===== src/qld_pkg.sv =====
// Package: register map, field positions and reset values of the quick link drop registers
package qld_pkg;

  // ==========================================================================
  // Register word indices (byte address = 4 * index)
  // ==========================================================================
  localparam logic [7:0] IDX_DROP_CTRL  = 8'h2D;
  localparam logic [7:0] IDX_DROP_THR   = 8'h2E;
  localparam logic [7:0] IDX_CFG_FOUR   = 8'h31;
  localparam logic [7:0] IDX_IRQ_STATUS = 8'h40;
  localparam logic [7:0] IDX_IRQ_MASK   = 8'h41;
  localparam logic [7:0] IDX_PHY_STATUS = 8'h42;

  // ==========================================================================
  // Field positions
  // ==========================================================================
  localparam int FORCE_DROP_BIT   = 15;
  localparam int DROP_EN_BIT      = 14;
  localparam int CAUSE_LSB        = 8;
  localparam int NUM_CRIT         = 5;
  localparam int TEST_SEL_BIT     = 7;
  localparam int MIRROR_BIT       = 0;
  localparam int REQ_FLAG_BIT     = 8;

  // ==========================================================================
  // Reset values
  // ==========================================================================
  localparam logic [2:0]  THR_RESET       = 3'h1;
  localparam logic [2:0]  THR_STRAP_RESET = 3'h2;
  localparam logic [2:0]  THR_HI_RESET    = 3'h2;
  localparam logic [2:0]  THR_MID_RESET   = 3'h2;
  localparam logic [15:0] CONFIG_FOUR_RO_VALUE   = 16'h1010;

  // Interrupt event bits
  localparam int IRQ_DROP_BIT   = 0;
  localparam int IRQ_ENERGY_BIT = 1;
  localparam int NUM_IRQ        = 2;

endpackage : qld_pkg


===== src/qld_top.sv =====
// Quick link drop configuration and status register bank on classic Wishbone
//
// How it works
// - Force drop makes partner drop on no signal
// - Enabled drop acts in gigabit operation only
// - Cause bits latch high on each drop
// - Cause latched only for enabled criteria
// - Cause bits 12..8 map five criteria
// - Five independent source enables in bits 4..0
// - Energy lost when accumulator below threshold
// - Strap enable makes threshold default 0x2
// - Receive control strap enters internal test
// - Register flag zero marks strap test request
// - Writing zero cancels strapped test mode
// - Mirror enable strap default, writable
//
// Our own choice: the Wishbone slave port.
`timescale 1ns/1ps

module qld_top #(
  parameter int ACC_W = 8                  // Energy accumulator width
) (
  input  wire logic             clk_i,           // 25 MHz clock
  input  wire logic             rst_i,           // Synchronous reset, high
  // Wishbone classic slave
  input  wire logic             cyc_i,           // Bus cycle
  input  wire logic             stb_i,           // Strobe
  input  wire logic             we_i,            // Write enable
  input  wire logic [9:0]       adr_i,           // Byte address
  input  wire logic [3:0]       sel_i,           // Byte selects
  input  wire logic [31:0]      dat_i,           // Write data
  output logic      [31:0]      dat_o,           // Read data
  output logic                  ack_o,           // Acknowledge
  output logic                  err_o,           // Unmapped address
  // Straps, sampled after reset release
  input  wire logic             strap_drop_en_i, // Strap sets threshold default 0x2
  input  wire logic             strap_test_i,    // Receive control strap in mode1/2
  input  wire logic             strap_mirror_i,  // Mirror strap
  // Link side status
  input  wire logic             gig_mode_i,      // Link runs 1000BASE-T
  input  wire logic             link_up_i,       // Link established
  input  wire logic             no_signal_i,     // No signal received
  input  wire logic [3:0]       crit_i,          // Sync, rx err, mlt3, snr
  input  wire logic [ACC_W-1:0] energy_acc_i,    // Energy detector accumulator
  // Controls out
  output logic                  drop_link_o,     // Drop link now
  output logic                  force_partner_o, // Force partner to drop
  output logic                  test_mode_o,     // Internal test mode
  output logic                  mirror_o,        // Port mirroring
  output logic                  irq_o            // Level interrupt
);

  // ==========================================================================
  // Registers and state
  // ==========================================================================
  logic                  force_drop_r;
  logic                  drop_en_r;
  logic [4:0]            src_sel_r;
  logic [4:0]            cause_r;
  logic [4:0]            cause_nxt;
  logic [2:0]            thr_r;
  logic [2:0]            thr_hi_r;
  logic [2:0]            thr_mid_r;
  logic                  test_sel_r;
  logic                  req_flag_r;
  logic                  cfg8_r;
  logic                  mirror_r;
  logic                  strap_pend_r;
  logic [1:0]            irq_sts_r;
  logic [1:0]            irq_mask_r;
  logic                  ack_r;
  logic                  energy_lost;
  logic [4:0]            crit_all;
  logic [4:0]            fire;
  logic                  drop_now;
  logic                  drop_prev_r;
  logic                  energy_prev_r;
  logic                  acc;
  logic                  wr;
  logic                  rd;
  logic [7:0]            idx;
  logic                  mapped;

  // Byte lane merge for a 16-bit register
  function automatic logic [15:0] lane_merge(input logic [15:0] old,
                                             input logic [31:0] d,
                                             input logic [3:0]  s);
    lane_merge = {s[1] ? d[15:8] : old[15:8], s[0] ? d[7:0] : old[7:0]};
  endfunction : lane_merge

  // ==========================================================================
  // Bus decode
  // ==========================================================================
  assign idx    = adr_i[9:2];
  // Err blocks a retake as ack does, so each answer is a single pulse
  assign acc    = cyc_i && stb_i && !ack_r && !err_o;
  assign wr     = acc && we_i;
  assign rd     = acc && !we_i;
  assign mapped = (idx == qld_pkg::IDX_DROP_CTRL) || (idx == qld_pkg::IDX_DROP_THR) ||
                  (idx == qld_pkg::IDX_CFG_FOUR) || (idx == qld_pkg::IDX_IRQ_STATUS) ||
                  (idx == qld_pkg::IDX_IRQ_MASK) || (idx == qld_pkg::IDX_PHY_STATUS);

  // One wait-free answer: ack or err in the cycle after the strobe
  always_ff @(posedge clk_i) begin
    if (rst_i) begin
      ack_r <= 1'b0;
      err_o <= 1'b0;
    end else begin
      ack_r <= acc && mapped;
      err_o <= acc && !mapped;
    end
  end
  assign ack_o = ack_r;

  // ==========================================================================
  // Drop detection
  // ==========================================================================
  // Threshold widened to accumulator width before compare
  assign energy_lost = energy_acc_i < ACC_W'(thr_r);
  assign crit_all    = {crit_i, energy_lost};
  // Only enabled criteria count, only in gigabit with the feature on
  assign fire        = crit_all & src_sel_r & {5{drop_en_r && gig_mode_i}};
  assign drop_now    = |fire;

  // Drop and force outputs registered
  always_ff @(posedge clk_i) begin
    if (rst_i) begin
      drop_link_o     <= 1'b0;
      force_partner_o <= 1'b0;
    end else begin
      drop_link_o     <= drop_now;
      force_partner_o <= force_drop_r && no_signal_i;
    end
  end

  // ==========================================================================
  // Latched cause bits, clear on read
  // ==========================================================================
  // A criterion still active on the read cycle survives, so nothing is lost
  always_comb begin
    cause_nxt = cause_r;
    if (rd && idx == qld_pkg::IDX_DROP_CTRL) begin
      cause_nxt = fire;
    end
    cause_nxt = cause_nxt | fire;
  end

  always_ff @(posedge clk_i) begin
    if (rst_i) begin
      cause_r <= 5'h00;
    end else begin
      cause_r <= cause_nxt;
    end
  end

  // ==========================================================================
  // Control register writes and strap capture
  // ==========================================================================
  // Straps are caught on the first clock after reset release, not under reset
  always_ff @(posedge clk_i) begin
    if (rst_i) begin
      force_drop_r <= 1'b0;
      drop_en_r    <= 1'b0;
      src_sel_r    <= 5'h00;
      thr_r        <= qld_pkg::THR_RESET;
      thr_hi_r     <= qld_pkg::THR_HI_RESET;
      thr_mid_r    <= qld_pkg::THR_MID_RESET;
      test_sel_r   <= 1'b0;
      req_flag_r   <= 1'b1;
      cfg8_r       <= 1'b0;
      mirror_r     <= 1'b0;
      strap_pend_r <= 1'b1;
    end else if (strap_pend_r) begin
      strap_pend_r <= 1'b0;
      if (strap_drop_en_i) begin
        thr_r <= qld_pkg::THR_STRAP_RESET;
      end
      test_sel_r <= strap_test_i;
      req_flag_r <= !strap_test_i;
      mirror_r   <= strap_mirror_i;
    end else if (wr) begin
      unique case (idx)
        qld_pkg::IDX_DROP_CTRL: begin
          if (sel_i[1]) begin
            force_drop_r <= dat_i[qld_pkg::FORCE_DROP_BIT];
            drop_en_r    <= dat_i[qld_pkg::DROP_EN_BIT];
          end
          if (sel_i[0]) begin
            src_sel_r <= dat_i[4:0];
          end
        end
        qld_pkg::IDX_DROP_THR: begin
          if (sel_i[1]) begin
            thr_hi_r <= dat_i[10:8];
          end
          if (sel_i[0]) begin
            thr_mid_r <= dat_i[6:4];
            thr_r     <= dat_i[2:0];
          end
        end
        qld_pkg::IDX_CFG_FOUR: begin
          if (sel_i[1]) begin
            cfg8_r <= dat_i[qld_pkg::REQ_FLAG_BIT];
          end
          if (sel_i[0]) begin
            test_sel_r <= dat_i[qld_pkg::TEST_SEL_BIT];
            mirror_r   <= dat_i[qld_pkg::MIRROR_BIT];
          end
        end
        default: begin
        end
      endcase
    end
  end

  assign test_mode_o = test_sel_r;
  assign mirror_o    = mirror_r;

  // ==========================================================================
  // Interrupts: sticky status, write one to clear, set wins
  // ==========================================================================
  always_ff @(posedge clk_i) begin
    if (rst_i) begin
      drop_prev_r   <= 1'b0;
      energy_prev_r <= 1'b0;
      irq_sts_r     <= 2'h0;
      irq_mask_r    <= 2'h0;
    end else begin
      drop_prev_r   <= drop_now;
      energy_prev_r <= energy_lost;
      if (wr && idx == qld_pkg::IDX_IRQ_MASK && sel_i[0]) begin
        irq_mask_r <= dat_i[1:0];
      end
      irq_sts_r <= (irq_sts_r &
                    ~((wr && idx == qld_pkg::IDX_IRQ_STATUS && sel_i[0]) ? dat_i[1:0] : 2'h0))
                   | {energy_lost && !energy_prev_r, drop_now && !drop_prev_r};
    end
  end
  assign irq_o = |(irq_sts_r & irq_mask_r);

  // ==========================================================================
  // Read data, registered
  // ==========================================================================
  // Unused bits and reserved fields read zero unless a fixed value applies
  always_ff @(posedge clk_i) begin
    if (rst_i) begin
      dat_o <= 32'h0000_0000;
    end else if (rd) begin
      unique case (idx)
        qld_pkg::IDX_DROP_CTRL:  dat_o <= {16'h0000, force_drop_r, drop_en_r, 1'b0, cause_r,
                                           3'h0, src_sel_r};
        qld_pkg::IDX_DROP_THR:   dat_o <= {21'h000000, thr_hi_r, 1'b0, thr_mid_r, 1'b0, thr_r};
        qld_pkg::IDX_CFG_FOUR:   dat_o <= {16'h0000, qld_pkg::CONFIG_FOUR_RO_VALUE[15:9],
                                           req_flag_r && cfg8_r == cfg8_r, test_sel_r,
                                           qld_pkg::CONFIG_FOUR_RO_VALUE[6:1], mirror_r};
        qld_pkg::IDX_IRQ_STATUS: dat_o <= {30'h00000000, irq_sts_r};
        qld_pkg::IDX_IRQ_MASK:   dat_o <= {30'h00000000, irq_mask_r};
        qld_pkg::IDX_PHY_STATUS: dat_o <= {29'h00000000, link_up_i, gig_mode_i, energy_lost};
        default:                 dat_o <= 32'h0000_0000;
      endcase
    end
  end

  // ==========================================================================
  // Assertions
  // ==========================================================================
  a_force_partner: assert property (@(posedge clk_i) disable iff (rst_i)
    (force_drop_r && no_signal_i) |=> force_partner_o)
    else $error("force partner drop missing");

  a_drop_gig_only: assert property (@(posedge clk_i) disable iff (rst_i)
    (!gig_mode_i || !drop_en_r) |=> !drop_link_o)
    else $error("drop outside gigabit or disabled");

  a_cause_latch: assert property (@(posedge clk_i) disable iff (rst_i)
    fire[0] |=> cause_r[0])
    else $error("cause bit not latched");

  a_cause_enabled: assert property (@(posedge clk_i) disable iff (rst_i)
    ($rose(cause_r[4]) |-> $past(src_sel_r[4])))
    else $error("cause latched for disabled criterion");

  a_energy_thr: assert property (@(posedge clk_i) disable iff (rst_i)
    (drop_en_r && gig_mode_i && src_sel_r[0] && energy_acc_i < ACC_W'(thr_r)) |=> drop_link_o)
    else $error("energy loss not detected");

  a_strap_thr: assert property (@(posedge clk_i) disable iff (rst_i)
    (strap_pend_r && !rst_i && strap_drop_en_i) |=> thr_r == qld_pkg::THR_STRAP_RESET)
    else $error("strap threshold wrong");

  a_test_strap: assert property (@(posedge clk_i) disable iff (rst_i)
    (strap_pend_r && !rst_i) |=> (test_mode_o == $past(strap_test_i)))
    else $error("test mode not taken from strap");

  a_cause_clear: assert property (@(posedge clk_i) disable iff (rst_i)
    (rd && idx == qld_pkg::IDX_DROP_CTRL && fire == 5'h00) |=> cause_r == 5'h00)
    else $error("cause not cleared on read");

  a_ack_once: assert property (@(posedge clk_i) disable iff (rst_i)
    ack_o |=> !ack_o)
    else $error("ack held two cycles");

  a_err_once: assert property (@(posedge clk_i) disable iff (rst_i)
    err_o |=> !err_o)
    else $error("err held two cycles");

  a_force_idle: assert property (@(posedge clk_i) disable iff (rst_i)
    !(force_drop_r && no_signal_i) |=> !force_partner_o)
    else $error("force partner drop without cause");

  a_drop_fires: assert property (@(posedge clk_i) disable iff (rst_i)
    (fire != 5'h00) |=> drop_link_o)
    else $error("enabled criterion did not drop link");

  a_cause_all: assert property (@(posedge clk_i) disable iff (rst_i)
    (fire != 5'h00) |=> ((cause_r & $past(fire)) == $past(fire)))
    else $error("cause bit missing for firing criterion");

  a_cause_hold: assert property (@(posedge clk_i) disable iff (rst_i)
    !(rd && idx == qld_pkg::IDX_DROP_CTRL) |=> ((cause_r & $past(cause_r)) == $past(cause_r)))
    else $error("cause bit lost without read");

  a_cause_source: assert property (@(posedge clk_i) disable iff (rst_i)
    (cause_r & ~$past(cause_r) & ~$past(src_sel_r)) == 5'h00)
    else $error("cause set for disabled source");

  a_src_write: assert property (@(posedge clk_i) disable iff (rst_i)
    (wr && idx == qld_pkg::IDX_DROP_CTRL && sel_i[0] && !strap_pend_r) |=>
      src_sel_r == $past(dat_i[4:0]))
    else $error("source enables not written");

  a_test_clear: assert property (@(posedge clk_i) disable iff (rst_i)
    (wr && idx == qld_pkg::IDX_CFG_FOUR && sel_i[0] && !strap_pend_r &&
     !dat_i[qld_pkg::TEST_SEL_BIT]) |=> !test_mode_o)
    else $error("test mode not cancelled by write");

  a_mirror_write: assert property (@(posedge clk_i) disable iff (rst_i)
    (wr && idx == qld_pkg::IDX_CFG_FOUR && sel_i[0] && !strap_pend_r) |=>
      mirror_o == $past(dat_i[qld_pkg::MIRROR_BIT]))
    else $error("mirror enable not written");

  a_irq_set_wins: assert property (@(posedge clk_i) disable iff (rst_i)
    (drop_now && !drop_prev_r) |=> irq_sts_r[qld_pkg::IRQ_DROP_BIT])
    else $error("drop event lost in status");

endmodule : qld_top


===== config.mk =====
export PLATFORM = sky130hd
export DESIGN_NAME = qld_top
export DESIGN_NICKNAME = d
export VERILOG_FILES = /design/src/qld_pkg.sv /design/src/qld_top.sv
export SDC_FILE = /design/constraint.sdc
export NUM_CORES = 1
export LEC_CHECK = 0
export BUFFER_PORTS_ARGS = -buffer_cell sky130_fd_sc_hd__buf_2
export CORE_MARGIN = 8
export CORE_UTILIZATION = 50
export DETAILED_ROUTE_END_ITERATION = 8
export PLACE_DENSITY_LB_ADDON = 0.25
export SETUP_SLACK_MARGIN = 0.1
export SLEW_MARGIN = 0
export SYNTH_ARGS = -nofsm -noshare
export SYNTH_HDL_FRONTEND = slang
export SYNTH_SLANG_ARGS = --single-unit

===== constraint.sdc =====
create_clock -name clk_i -period 2.65 [get_ports clk_i]
set_input_delay 0.1325 -clock clk_i [delete_from_list [all_inputs] [get_ports clk_i]]
set_output_delay 0.1325 -clock clk_i [all_outputs]
set_load 0.005 [all_outputs]

==> results of run 1 <==
[state kept, by name, summed over array words and instances, names as in the netlist, 2 cells and up]
register and flops:
cause_r 5, thr_hi_r 3, thr_mid_r 3, dat_o 15, irq_mask_r 2, src_sel_r 5, thr_r 3, irq_sts_r 2
[cell families (layout without fill, tap and decap cells)]
kind of cell    after synthesis  count (layout)
other cells                   1              17
flops                        49              49
fa+ha+maj                     2               2
mux                           4               4
simple gates                128             128
buf+inv                      33              83
compound gates               54              54
[through the flow]
step                total power [uW]  cells  hold WS, ns  setup slack [ns]  cell area, sq um
global route                    1500    391       0.0467             0.484              2750
floorplan                        858    287        0.160              1.07              2400
detailed placement               903    383        0.361             0.680              2630
CTS                             1460    391       0.0326             0.663              2750
finish                          1450    391       0.0416             0.663              2750
global placement                 901    383        0.345             0.693              2630
[cell usage after synthesis (2+ instances only)]
cell type  count  area [sq um]
a32oi_1        5          43.8
buf_4         19           143
a211oi_1       4          30.0
dfxtp_1       49           981
nor3b_1        3          22.5
a222oi_1       2          20.0
inv_1          4          15.0
and3_1         3          18.8
a311oi_1       2          17.5
nor2_1        24          90.1
a221oi_1       5          43.8
nor4_4         2          42.5
a22oi_1        6          45.0
nand3b_1       4          30.0
buf_6          2          22.5
nand2_1       41           154
mux2i_1        4          40.0
a211o_1        2          17.5
o21ai_0        2          10.0
clkbuf_1       5          18.8
a21oi_1       22           110
and3_2         2          15.0
nor3_1         9          45.0
buf_2          2          10.0
and2_1         2          12.5
nand3_1       23           115
ha_1           2          25.0
[report_power, final]
group          switching (uW)  total, uW  internal (uW)
Combinational            76.0        131           55.1
Clock                     252        559            307
Sequential               7.75        756            748
[layout by cell type, fill, tap and decap left out, types with 2 or more instances in the layout]
| cell type | count |
|---|---|
| mux2i_1 | 4 |
| and2_1 | 2 |
| o21ai_0 | 2 |
| nor4_4 | 2 |
| buf_2 | 67 |
| a32oi_1 | 5 |
| nor3b_1 | 3 |
| inv_1 | 4 |
| nand2_1 | 41 |
| conb_1 | 17 |
| and3_2 | 2 |
| nor2_1 | 24 |
| a211oi_1 | 4 |
| nand3_1 | 23 |
| nand3b_1 | 4 |
| a21oi_1 | 22 |
| and3_1 | 3 |
| a222oi_1 | 2 |
| nor3_1 | 9 |
| clkbuf_8 | 6 |
| a221oi_1 | 5 |
| dfxtp_1 | 49 |
| ha_1 | 2 |
| a211o_1 | 2 |
| a311oi_1 | 2 |
| buf_4 | 4 |
| a22oi_1 | 6 |
[worst max path at each step]
stage | start | endpoint | slack [ns]
floorplan | err_o$_SDFF_PP0_ | thr_r[0]$_SDFFE_PP1P_ | 1.07
global placement | err_o$_SDFF_PP0_ | thr_r[0]$_SDFFE_PP1P_ | 0.69
CTS | err_o$_SDFF_PP0_ | cause_r[4]$_SDFF_PP0_ | 0.66
global route | err_o$_SDFF_PP0_ | cause_r[4]$_SDFF_PP0_ | 0.48
finish | err_o$_SDFF_PP0_ | thr_r[0]$_SDFFE_PP1P_ | 0.66
detailed placement | err_o$_SDFF_PP0_ | thr_r[0]$_SDFFE_PP1P_ | 0.68
[tightest hold or removal path, cell delays in order]
cell,delay (ns)
buf_2,0.10
nand2_1,0.05
nor2_1,0.03
[cell type report]
cell class / instances / area share
multi-input cells: 205 / 0.437
well taps: 54 / 0.0246
flip-flops and latches: 49 / 0.357
clock inverters: 2 / 0.0137
clock buffers: 6 / 0.0300
inverters: 4 / 0.00546
repair buffers: 71 / 0.133
[per-layer routing]
metal  vias up  track usage
met1       983        0.212
li1       1070            -
met3         7       0.0468
met4         0       0.0599
met2        81        0.277
met5         -            0
==> results.sh, run 1 <==
export IMPL_period_share=0.750
export IMPL_synth_compound_area_frac=0.163
export IMPL_final_setup_tns_ns=0
export IMPL_cts_sinks=49
export IMPL_grt_first_pass_wirelength_microns=10000
export IMPL_slew_headroom=0.499
export IMPL_worstSetupPathType="flop to flop"
export IMPL_synth_fa_ha_area_frac=0.0107
export IMPL_cts_resized=0
export IMPL_crit_path_end_kind="flop"
export IMPL_yosys_area_share_simple=0.295
export IMPL_max_freq_ghz=0.503
export IMPL_cts_tree="built"
export IMPL_r2r_cells=5
export IMPL_max_stage_delay_ns=0.47
export IMPL_setup_violations=0
export IMPL_port_buffers=67
export IMPL_yosysWarningCount=0
export IMPL_crit_arrival_ns=2.18
export IMPL_hold_viol=0
export IMPL_path_cells="nand4bb_1 > nor3_4 > nand2_2 > and3_1 > a211o_1"
export IMPL_drcViolationCount=0
export IMPL_rows=25
export IMPL_synth_cells=271
export IMPL_synth_mux_area_frac=0.0171
export IMPL_routed_top_layer="met4"
export IMPL_overflow=0
export IMPL_worstHoldPathType="input port to flop"
export IMPL_h_tree_depth=2
export IMPL_synth_xor_area_share=0
export IMPL_track_usage=0.171
export IMPL_via_count=2141
export IMPL_multi_input_area_sq_um=1200
export IMPL_start_kind="flop"
export IMPL_cts_made_buffers=5
export IMPL_skew_ns=0.00582
export IMPL_hpwl_microns=4590
export IMPL_wl_met1_microns=2650
export IMPL_synth_cell_type_count=48
export IMPL_synth_top_family_by_area="simple AND/OR/NAND/NOR gates"
export IMPL_synth_area_sq_um=2340
export IMPL_rsz0062_at_grt="no"
export IMPL_ant_nets=0
export IMPL_final_seq_area_sq_um=981
export IMPL_holdPathEnd="force_partner_o$_SDFF_PP0_"
export IMPL_grt_max_degree=43
export IMPL_synth_seq_cells=49
export IMPL_utilization=0.594
export IMPL_avgRoutedWirePerCell_microns=15.5
export IMPL_antenna_found_initial=0
export IMPL_core_area_sq_um=4630
export IMPL_cp_required_ns=2.84
export IMPL_clkTransAtPathRegs_ns=0.09
export IMPL_cts_root_buf="clkbuf_8"
export IMPL_n_fill_cell=453
export IMPL_cts_buffer_depth=2
export IMPL_p_per_area_nw_per_um2=526
export IMPL_clock_latency_ns=0.30
export IMPL_synthArstFlopShare=0
export IMPL_place_congestion=0.851
export IMPL_diodes=0
export IMPL_post_cts_setup_buffer_count=0
export IMPL_drtIter0Drc=170
export IMPL_cpMaxStageDelayCell="nor3_4"
export IMPL_p_leak_uw=0.00114
export IMPL_ios=108
export IMPL_die_w_microns=84.4
export IMPL_layout_min_cycle_time_ns=1.99
export IMPL_die_y_microns=84.4
export IMPL_first_global_vias=2150
export IMPL_hold_path_cell_count=3
export IMPL_cts_hold_buf=0
export IMPL_layout_drive_gt1_share=0.279
export IMPL_synth_edf_count=0
export IMPL_dr_wl_met2_microns=2840
export IMPL_reg2reg_from="err_o$_SDFF_PP0_"
export IMPL_worst_path_buf_inv=0
export IMPL_viasPerCell=5.48
export IMPL_nNetsFinal=407
export IMPL_start_util=0.505
export IMPL_status="finished, final reports clean"
export IMPL_r2r_end="thr_r[0]$_SDFFE_PP1P_"
export IMPL_min_from="no_signal_i"
export IMPL_worst_slew_pin_slew_ns=0.751
export IMPL_yosysSeqAreaShare=0.419
export IMPL_ir_worst_vdd_uv=375
export IMPL_cap_violations=0
export IMPL_wl_met3_microns=502
export IMPL_syn_area_per_cell_sq_um=8.63
export IMPL_maxSlewViolCount=0
export IMPL_routed_wirelength_microns=6070
export IMPL_path_delay_family="simple AND/OR/NAND/NOR gates"
export IMPL_reg2reg_setup_slack_ns=0.66
export IMPL_crit_fanout=8
export IMPL_ys_dominant_reg_cell="dfxtp_1"
export IMPL_firstDrtPassIters=4
export IMPL_area_growth_pct=17.5
export IMPL_cp_depth=5
export IMPL_die_area_sq_um=7120
Note: power is estimated with default switching activity, not from simulation.
==> run 2: changes to the inputs <==
--- a/config.mk
+++ b/config.mk
@@ -7,7 +7,7 @@
 export LEC_CHECK = 0
 export BUFFER_PORTS_ARGS = -buffer_cell sky130_fd_sc_hd__buf_2
 export CORE_MARGIN = 8
-export CORE_UTILIZATION = 50
+export CORE_UTILIZATION = 46
 export DETAILED_ROUTE_END_ITERATION = 8
 export PLACE_DENSITY_LB_ADDON = 0.25
 export SETUP_SLACK_MARGIN = 0.1
==> constraint.sdc (replaced) <==
create_clock -name clk_i -period 2 [get_ports clk_i]
set_input_delay 0.1 -clock clk_i [delete_from_list [all_inputs] [get_ports clk_i]]
set_output_delay 0.1 -clock clk_i [all_outputs]
set_load 0.005 [all_outputs]
==> run 2 against run 1 <==
Global-route usage rose by 0.13 points. Worst setup slack lost 0.42 ns. Critical endpoint is now dat_o[0]$_SDFFE_PP0P_. Largest cell class unchanged. Clock-buffer cell count rose by 1. Clock power grew 2%. Core utilization down 3.8 points. Highest routed layer unchanged. Combinational power increased by 40%.
==> results.sh, run 2 (synthesis results as in run 1) <==
export IMPL_status="finished, final reports clean"
export IMPL_regMostFlops="dat_o"
export IMPL_crit_fanout=4
export IMPL_antenna_found_initial=0
export IMPL_grt_first_pass_wirelength_microns=10400
export IMPL_cts_made_buffers=5
export IMPL_final_cell_mix="buf_2 (67), dfxtp_1 (49), nand2_1 (41)"
export IMPL_avgRoutedWirePerCell_microns=15.6
export IMPL_holdPathEnd="force_partner_o$_SDFF_PP0_"
export IMPL_overflow=0
export IMPL_rsz0062_at_grt="no"
export IMPL_die_area_sq_um=7620
export IMPL_final_setup_tns_ns=0
export IMPL_cp_required_ns=2.20
export IMPL_p_leak_uw=0.00115
export IMPL_nNetsFinal=413
export IMPL_via_count=2184
export IMPL_max_stage_delay_ns=0.35
export IMPL_grt_max_degree=34
export IMPL_max_freq_ghz=0.570
export IMPL_slew_headroom=0.601
export IMPL_clkTransAtPathRegs_ns=0.09
export IMPL_ir_worst_vdd_uv=479
export IMPL_routed_wirelength_microns=6450
export IMPL_cts_hold_buf=0
export IMPL_worstSetupPathType="flop to flop"
export IMPL_first_global_vias=2212
export IMPL_worstHoldPathType="input port to flop"
export IMPL_reg2reg_from="thr_r[1]$_SDFFE_PP0P_"
export IMPL_period_share=0.878
export IMPL_layout_drive_gt1_share=0.289
export IMPL_cts_buffer_depth=2
export IMPL_die_w_microns=87.3
export IMPL_ios=108
export IMPL_viasPerCell=5.29
export IMPL_fin_ws_ns=0.244
export IMPL_h_tree_depth=2
export IMPL_cts_root_buf="clkbuf_8"
export IMPL_worst_slew_pin_slew_ns=0.599
export IMPL_final_common_cell="buf_2"
export IMPL_min_from="no_signal_i"
export IMPL_reg_largest_list="dat_o: 15 flops, cause_r: 5 flops, src_sel_r: 5 flops"
export IMPL_start_kind="flop"
export IMPL_p_per_area_nw_per_um2=630
export IMPL_start_util=0.467
export IMPL_hpwl_microns=4930
export IMPL_area_growth_pct=19.1
export IMPL_rows=26
export IMPL_path_cells="inv_1 > ha_1 > nor3b_1 > nor2_1 > nor4_4 > a222oi_1 > a221oi_1"
export IMPL_die_y_microns=87.3
export IMPL_crit_path_end_kind="flop"
export IMPL_dp_slack_ns=0.139
export IMPL_drcViolationCount=0
export IMPL_r2r_end="dat_o[0]$_SDFFE_PP0P_"
export IMPL_largest_reg_flops=15
export IMPL_maxSlewViolCount=0
export IMPL_skew_ns=0.00494
export IMPL_r2r_cells=7
export IMPL_worst_path_buf_inv=1
export IMPL_setup_violations=0
export IMPL_layout_min_cycle_time_ns=1.76
export IMPL_drtIter0Drc=179
export IMPL_path_delay_family="simple AND/OR/NAND/NOR gates"
export IMPL_crit_arrival_ns=1.95
export IMPL_core_area_sq_um=5010
export IMPL_cpMaxStageDelayCell="dfxtp_1"
export IMPL_cts_tree="built"
export IMPL_port_buffers=67
export IMPL_hold_path_cell_count=3
export IMPL_ant_nets=0
export IMPL_track_usage=0.173
export IMPL_reg2reg_setup_slack_ns=0.24
export IMPL_firstDrtPassIters=4
export IMPL_cts_sinks=49
export IMPL_place_congestion=0.840
export IMPL_cap_violations=0
export IMPL_clock_latency_ns=0.30
export IMPL_n_fill_cell=512
export IMPL_hold_viol=0
export IMPL_diodes=0
run 2: changes by cell type in the layout (fill, tap and decap cells not counted), sizes merged:
cell | before | now
buf | 71 | 77
bufinv | 1 | 0
clkbuf | 6 | 7
run 2: repair_timing:
action,CTS,global route
endpoints found under the setup margin,0,6
resized for setup,0,2
buffers inserted,0,1
run 2: power breakdown:
| group | leakage (uW) | internal [uW] | switching (uW) | total [uW] |
|---|---|---|---|---|
| Clock | 0.0000385 | 248 | 322 | 570 |
| Combinational | 0.000712 | 79.1 | 105 | 184 |
| Sequential | 0.000397 | 991 | 10.3 | 1000 |
run 2: how the worst max path moves through the flow:
stage,cells past startpoint,slack [ns],endpoint,from
6_report,7,0.24,dat_o[0]$_SDFFE_PP0P_,thr_r[1]$_SDFFE_PP0P_
5_1_grt,7,0.11,irq_sts_r[0]$_SDFF_PP0_,thr_r[1]$_SDFFE_PP0P_
4_1_cts,4,0.13,dat_o[0]$_SDFFE_PP0P_,err_o$_SDFF_PP0_
3_5_place_dp,4,0.14,dat_o[0]$_SDFFE_PP0P_,err_o$_SDFF_PP0_
3_3_place_gp,7,0.22,irq_sts_r[0]$_SDFF_PP0_,thr_r[1]$_SDFFE_PP0P_
2_1_floorplan,6,0.42,thr_r[0]$_SDFFE_PP1P_,err_o$_SDFF_PP0_
run 2: worst register-to-register path, cell delays in order, from the launching register on:
cell and delay, ns:
dfxtp_1 0.35, inv_1 0.07, ha_1 0.19, nor3b_1 0.20, nor2_1 0.10, nor4_4 0.26, a222oi_1 0.16, a221oi_1 0.33
run 2: layout make-up:
cell class	instances	area (sq um)	share of cell area
Clock inverter	1	7.51	0.00270
Clock buffer	7	76.3	0.0274
Multi-Input combinational cell	205	1210	0.434
Tap cell	70	87.6	0.0314
Inverter	4	15.0	0.00539
Sequential cell	49	981	0.352
Timing Repair Buffer	77	410	0.147
run 2: routing by layer:
layer | GRT usage | routed length (microns)
met5 | 0 | 0
met4 | 0.0625 | 97
met3 | 0.0472 | 532
met2 | 0.287 | 3080
met1 | 0.206 | 2730
run 2: through the flow:
step | power [uW] | area (sq um) | utilization | std cells | hold WS [ns]
3_5_place_dp | 1200 | 2690 | 0.536 | 404 | 0.330
6_report | 1760 | 2790 | 0.556 | 413 | 0.0150
2_1_floorplan | 1140 | 2400 | - | 287 | 0.128
5_1_grt | 1830 | 2790 | 0.556 | 413 | 0.000265
3_3_place_gp | 1200 | 2690 | 0.536 | 404 | 0.315
4_1_cts | 1770 | 2770 | 0.553 | 412 | 0.00706
==> run 3: changes to the inputs <==
--- a/config.mk
+++ b/config.mk
@@ -7,7 +7,7 @@
 export LEC_CHECK = 0
 export BUFFER_PORTS_ARGS = -buffer_cell sky130_fd_sc_hd__buf_2
 export CORE_MARGIN = 8
-export CORE_UTILIZATION = 46
+export CORE_UTILIZATION = 30
 export DETAILED_ROUTE_END_ITERATION = 8
 export PLACE_DENSITY_LB_ADDON = 0.25
 export SETUP_SLACK_MARGIN = 0.1
==> run 3 against run 2 <==
Maximum frequency grew 4.7%. Flip-flop and latch count stayed put. Combinational power about the same. Register-to-register slack better by 0.08 ns. Critical path type unchanged. Highest routed layer unchanged.
==> results.sh, run 3 (synthesis results as in run 1) <==
export IMPL_avgRoutedWirePerCell_microns=15.2
export IMPL_grt_first_pass_wirelength_microns=10800
export IMPL_cts_buffer_depth=2
export IMPL_cap_violations=0
export IMPL_crit_path_end_kind="flop"
export IMPL_reg_largest_list="dat_o: 15 flops, cause_r: 5 flops, src_sel_r: 5 flops"
export IMPL_post_cts_setup_buffer_count=0
export IMPL_worstHoldPathType="input port to flop"
export IMPL_p_per_area_nw_per_um2=707
export IMPL_final_common_cell="buf_2"
export IMPL_rsz0062_at_grt="no"
export IMPL_first_global_vias=2163
export IMPL_cts_resized=0
export IMPL_ios=108
export IMPL_cp_startpoint="thr_r[1]$_SDFFE_PP0P_"
export IMPL_placed_area_sq_um=2720
export IMPL_final_setup_tns_ns=0
export IMPL_die_area_sq_um=10900
export IMPL_drtIter0Drc=158
export IMPL_viasPerCell=4.82
export IMPL_fin_ws_ns=0.324
export IMPL_hpwl_microns=5130
export IMPL_h_tree_depth=2
export IMPL_layout_min_cycle_time_ns=1.68
export IMPL_grt_max_degree=29
export IMPL_fin_total_pwr_uw=2020
export IMPL_cp_required_ns=2.21
export IMPL_min_from="no_signal_i"
export IMPL_routed_wirelength_microns=6740
export IMPL_antenna_found_initial=0
export IMPL_busiest_layer="met2"
export IMPL_ir_worst_vdd_uv=283
export IMPL_area_growth_pct=22.2
export IMPL_hold_viol=0
export IMPL_reg2reg_setup_slack_ns=0.32
export IMPL_use_met3=0.0359
export IMPL_crit_fanout=3
export IMPL_dp_slack_ns=0.248
export IMPL_overflow=0
export IMPL_core_area_sq_um=7650
export IMPL_start_kind="flop"
export IMPL_p_leak_uw=0.00116
export IMPL_clock_latency_ns=0.30
export IMPL_status="finished, final reports clean"
export IMPL_die_w_microns=104
export IMPL_slew_headroom=0.622
export IMPL_cts_sinks=49
export IMPL_n_fill_cell=835
export IMPL_cts_hold_buf=0
export IMPL_cts_made_buffers=5
export IMPL_ant_nets=0
export IMPL_rows=32
export IMPL_skew_ns=0.00732
export IMPL_start_util=0.306
export IMPL_nNetsFinal=410
export IMPL_cts_root_buf="clkbuf_8"
export IMPL_reg2reg_from="thr_r[1]$_SDFFE_PP0P_"
export IMPL_regMostFlops="dat_o"
export IMPL_fin_cells=442
export IMPL_clkTransAtPathRegs_ns=0.10
export IMPL_cts_tree="built"
export IMPL_track_usage=0.122
export IMPL_port_buffers=67
export IMPL_firstDrtPassIters=4
export IMPL_setup_violations=0
export IMPL_use_met1=0.147
export IMPL_largest_reg_flops=15
export IMPL_maxSlewViolCount=0
export IMPL_design_area_sq_um=2860
export IMPL_worstSetupPathType="flop to flop"
export IMPL_use_met2=0.204
export IMPL_final_seq_area_sq_um=981
export IMPL_layout_drive_gt1_share=0.285
export IMPL_numPlacedInstances=434
export IMPL_crit_arrival_ns=1.88
export IMPL_diodes=0
export IMPL_place_congestion=0.797
export IMPL_worst_slew_pin_slew_ns=0.567
export IMPL_final_cell_mix="buf_2 (67), dfxtp_1 (49), nand2_1 (41)"
export IMPL_die_y_microns=104
export IMPL_max_freq_ghz=0.597
export IMPL_period_share=0.838
export IMPL_via_count=2130
export IMPL_drcViolationCount=0
export IMPL_multi_input_area_sq_um=1200
==> run 3: final timing paths <==
check / endpoint / cells past startpoint
max reg2reg: dat_o[0]$_SDFFE_PP0P_ / 7
min reg2reg: force_partner_o$_SDFF_PP0_ / 2
max: dat_o[0]$_SDFFE_PP0P_ / 7
min: force_partner_o$_SDFF_PP0_ / 3
==> run 3: area by class of cell <==
cell class,count,share of cell area
inverters,4,0.00525
well taps,102,0.0447
clock inverters,3,0.0228
repair buffers,74,0.140
clock buffers,5,0.0241
flip-flops and latches,49,0.343
multi-input cells,205,0.420
==> run 3: stage by stage <==
step                 util  hold slack, ns
floorplan               -           0.128
global placement    0.356           0.319
detailed placement  0.356           0.329
CTS                 0.374         0.00616
global route        0.374          0.0157
finish              0.374          0.0126
==> run 3: worst max-delay path, cell delays in order (launching register included) <==
cell and delay, ns:
dfxtp_1 0.34, inv_1 0.07, ha_1 0.19, nor3b_1 0.20, nor2_1 0.10, nor4_4 0.22
a222oi_1 0.16, a221oi_1 0.32
==> run 3: layer usage <==
| metal | wire [microns] | up-vias |
|---|---|---|
| li1 | - | 1082 |
| met4 | 36 | 0 |
| met2 | 3220 | 66 |
| met3 | 446 | 2 |
| met1 | 3040 | 980 |
| met5 | 0 | - |
==> run 3: report_power, final <==
| group | internal (uW) | total, uW | switching, uW |
|---|---|---|---|
| Combinational | 77.8 | 182 | 104 |
| Clock | 497 | 838 | 341 |
| Sequential | 991 | 1000 | 10.3 |
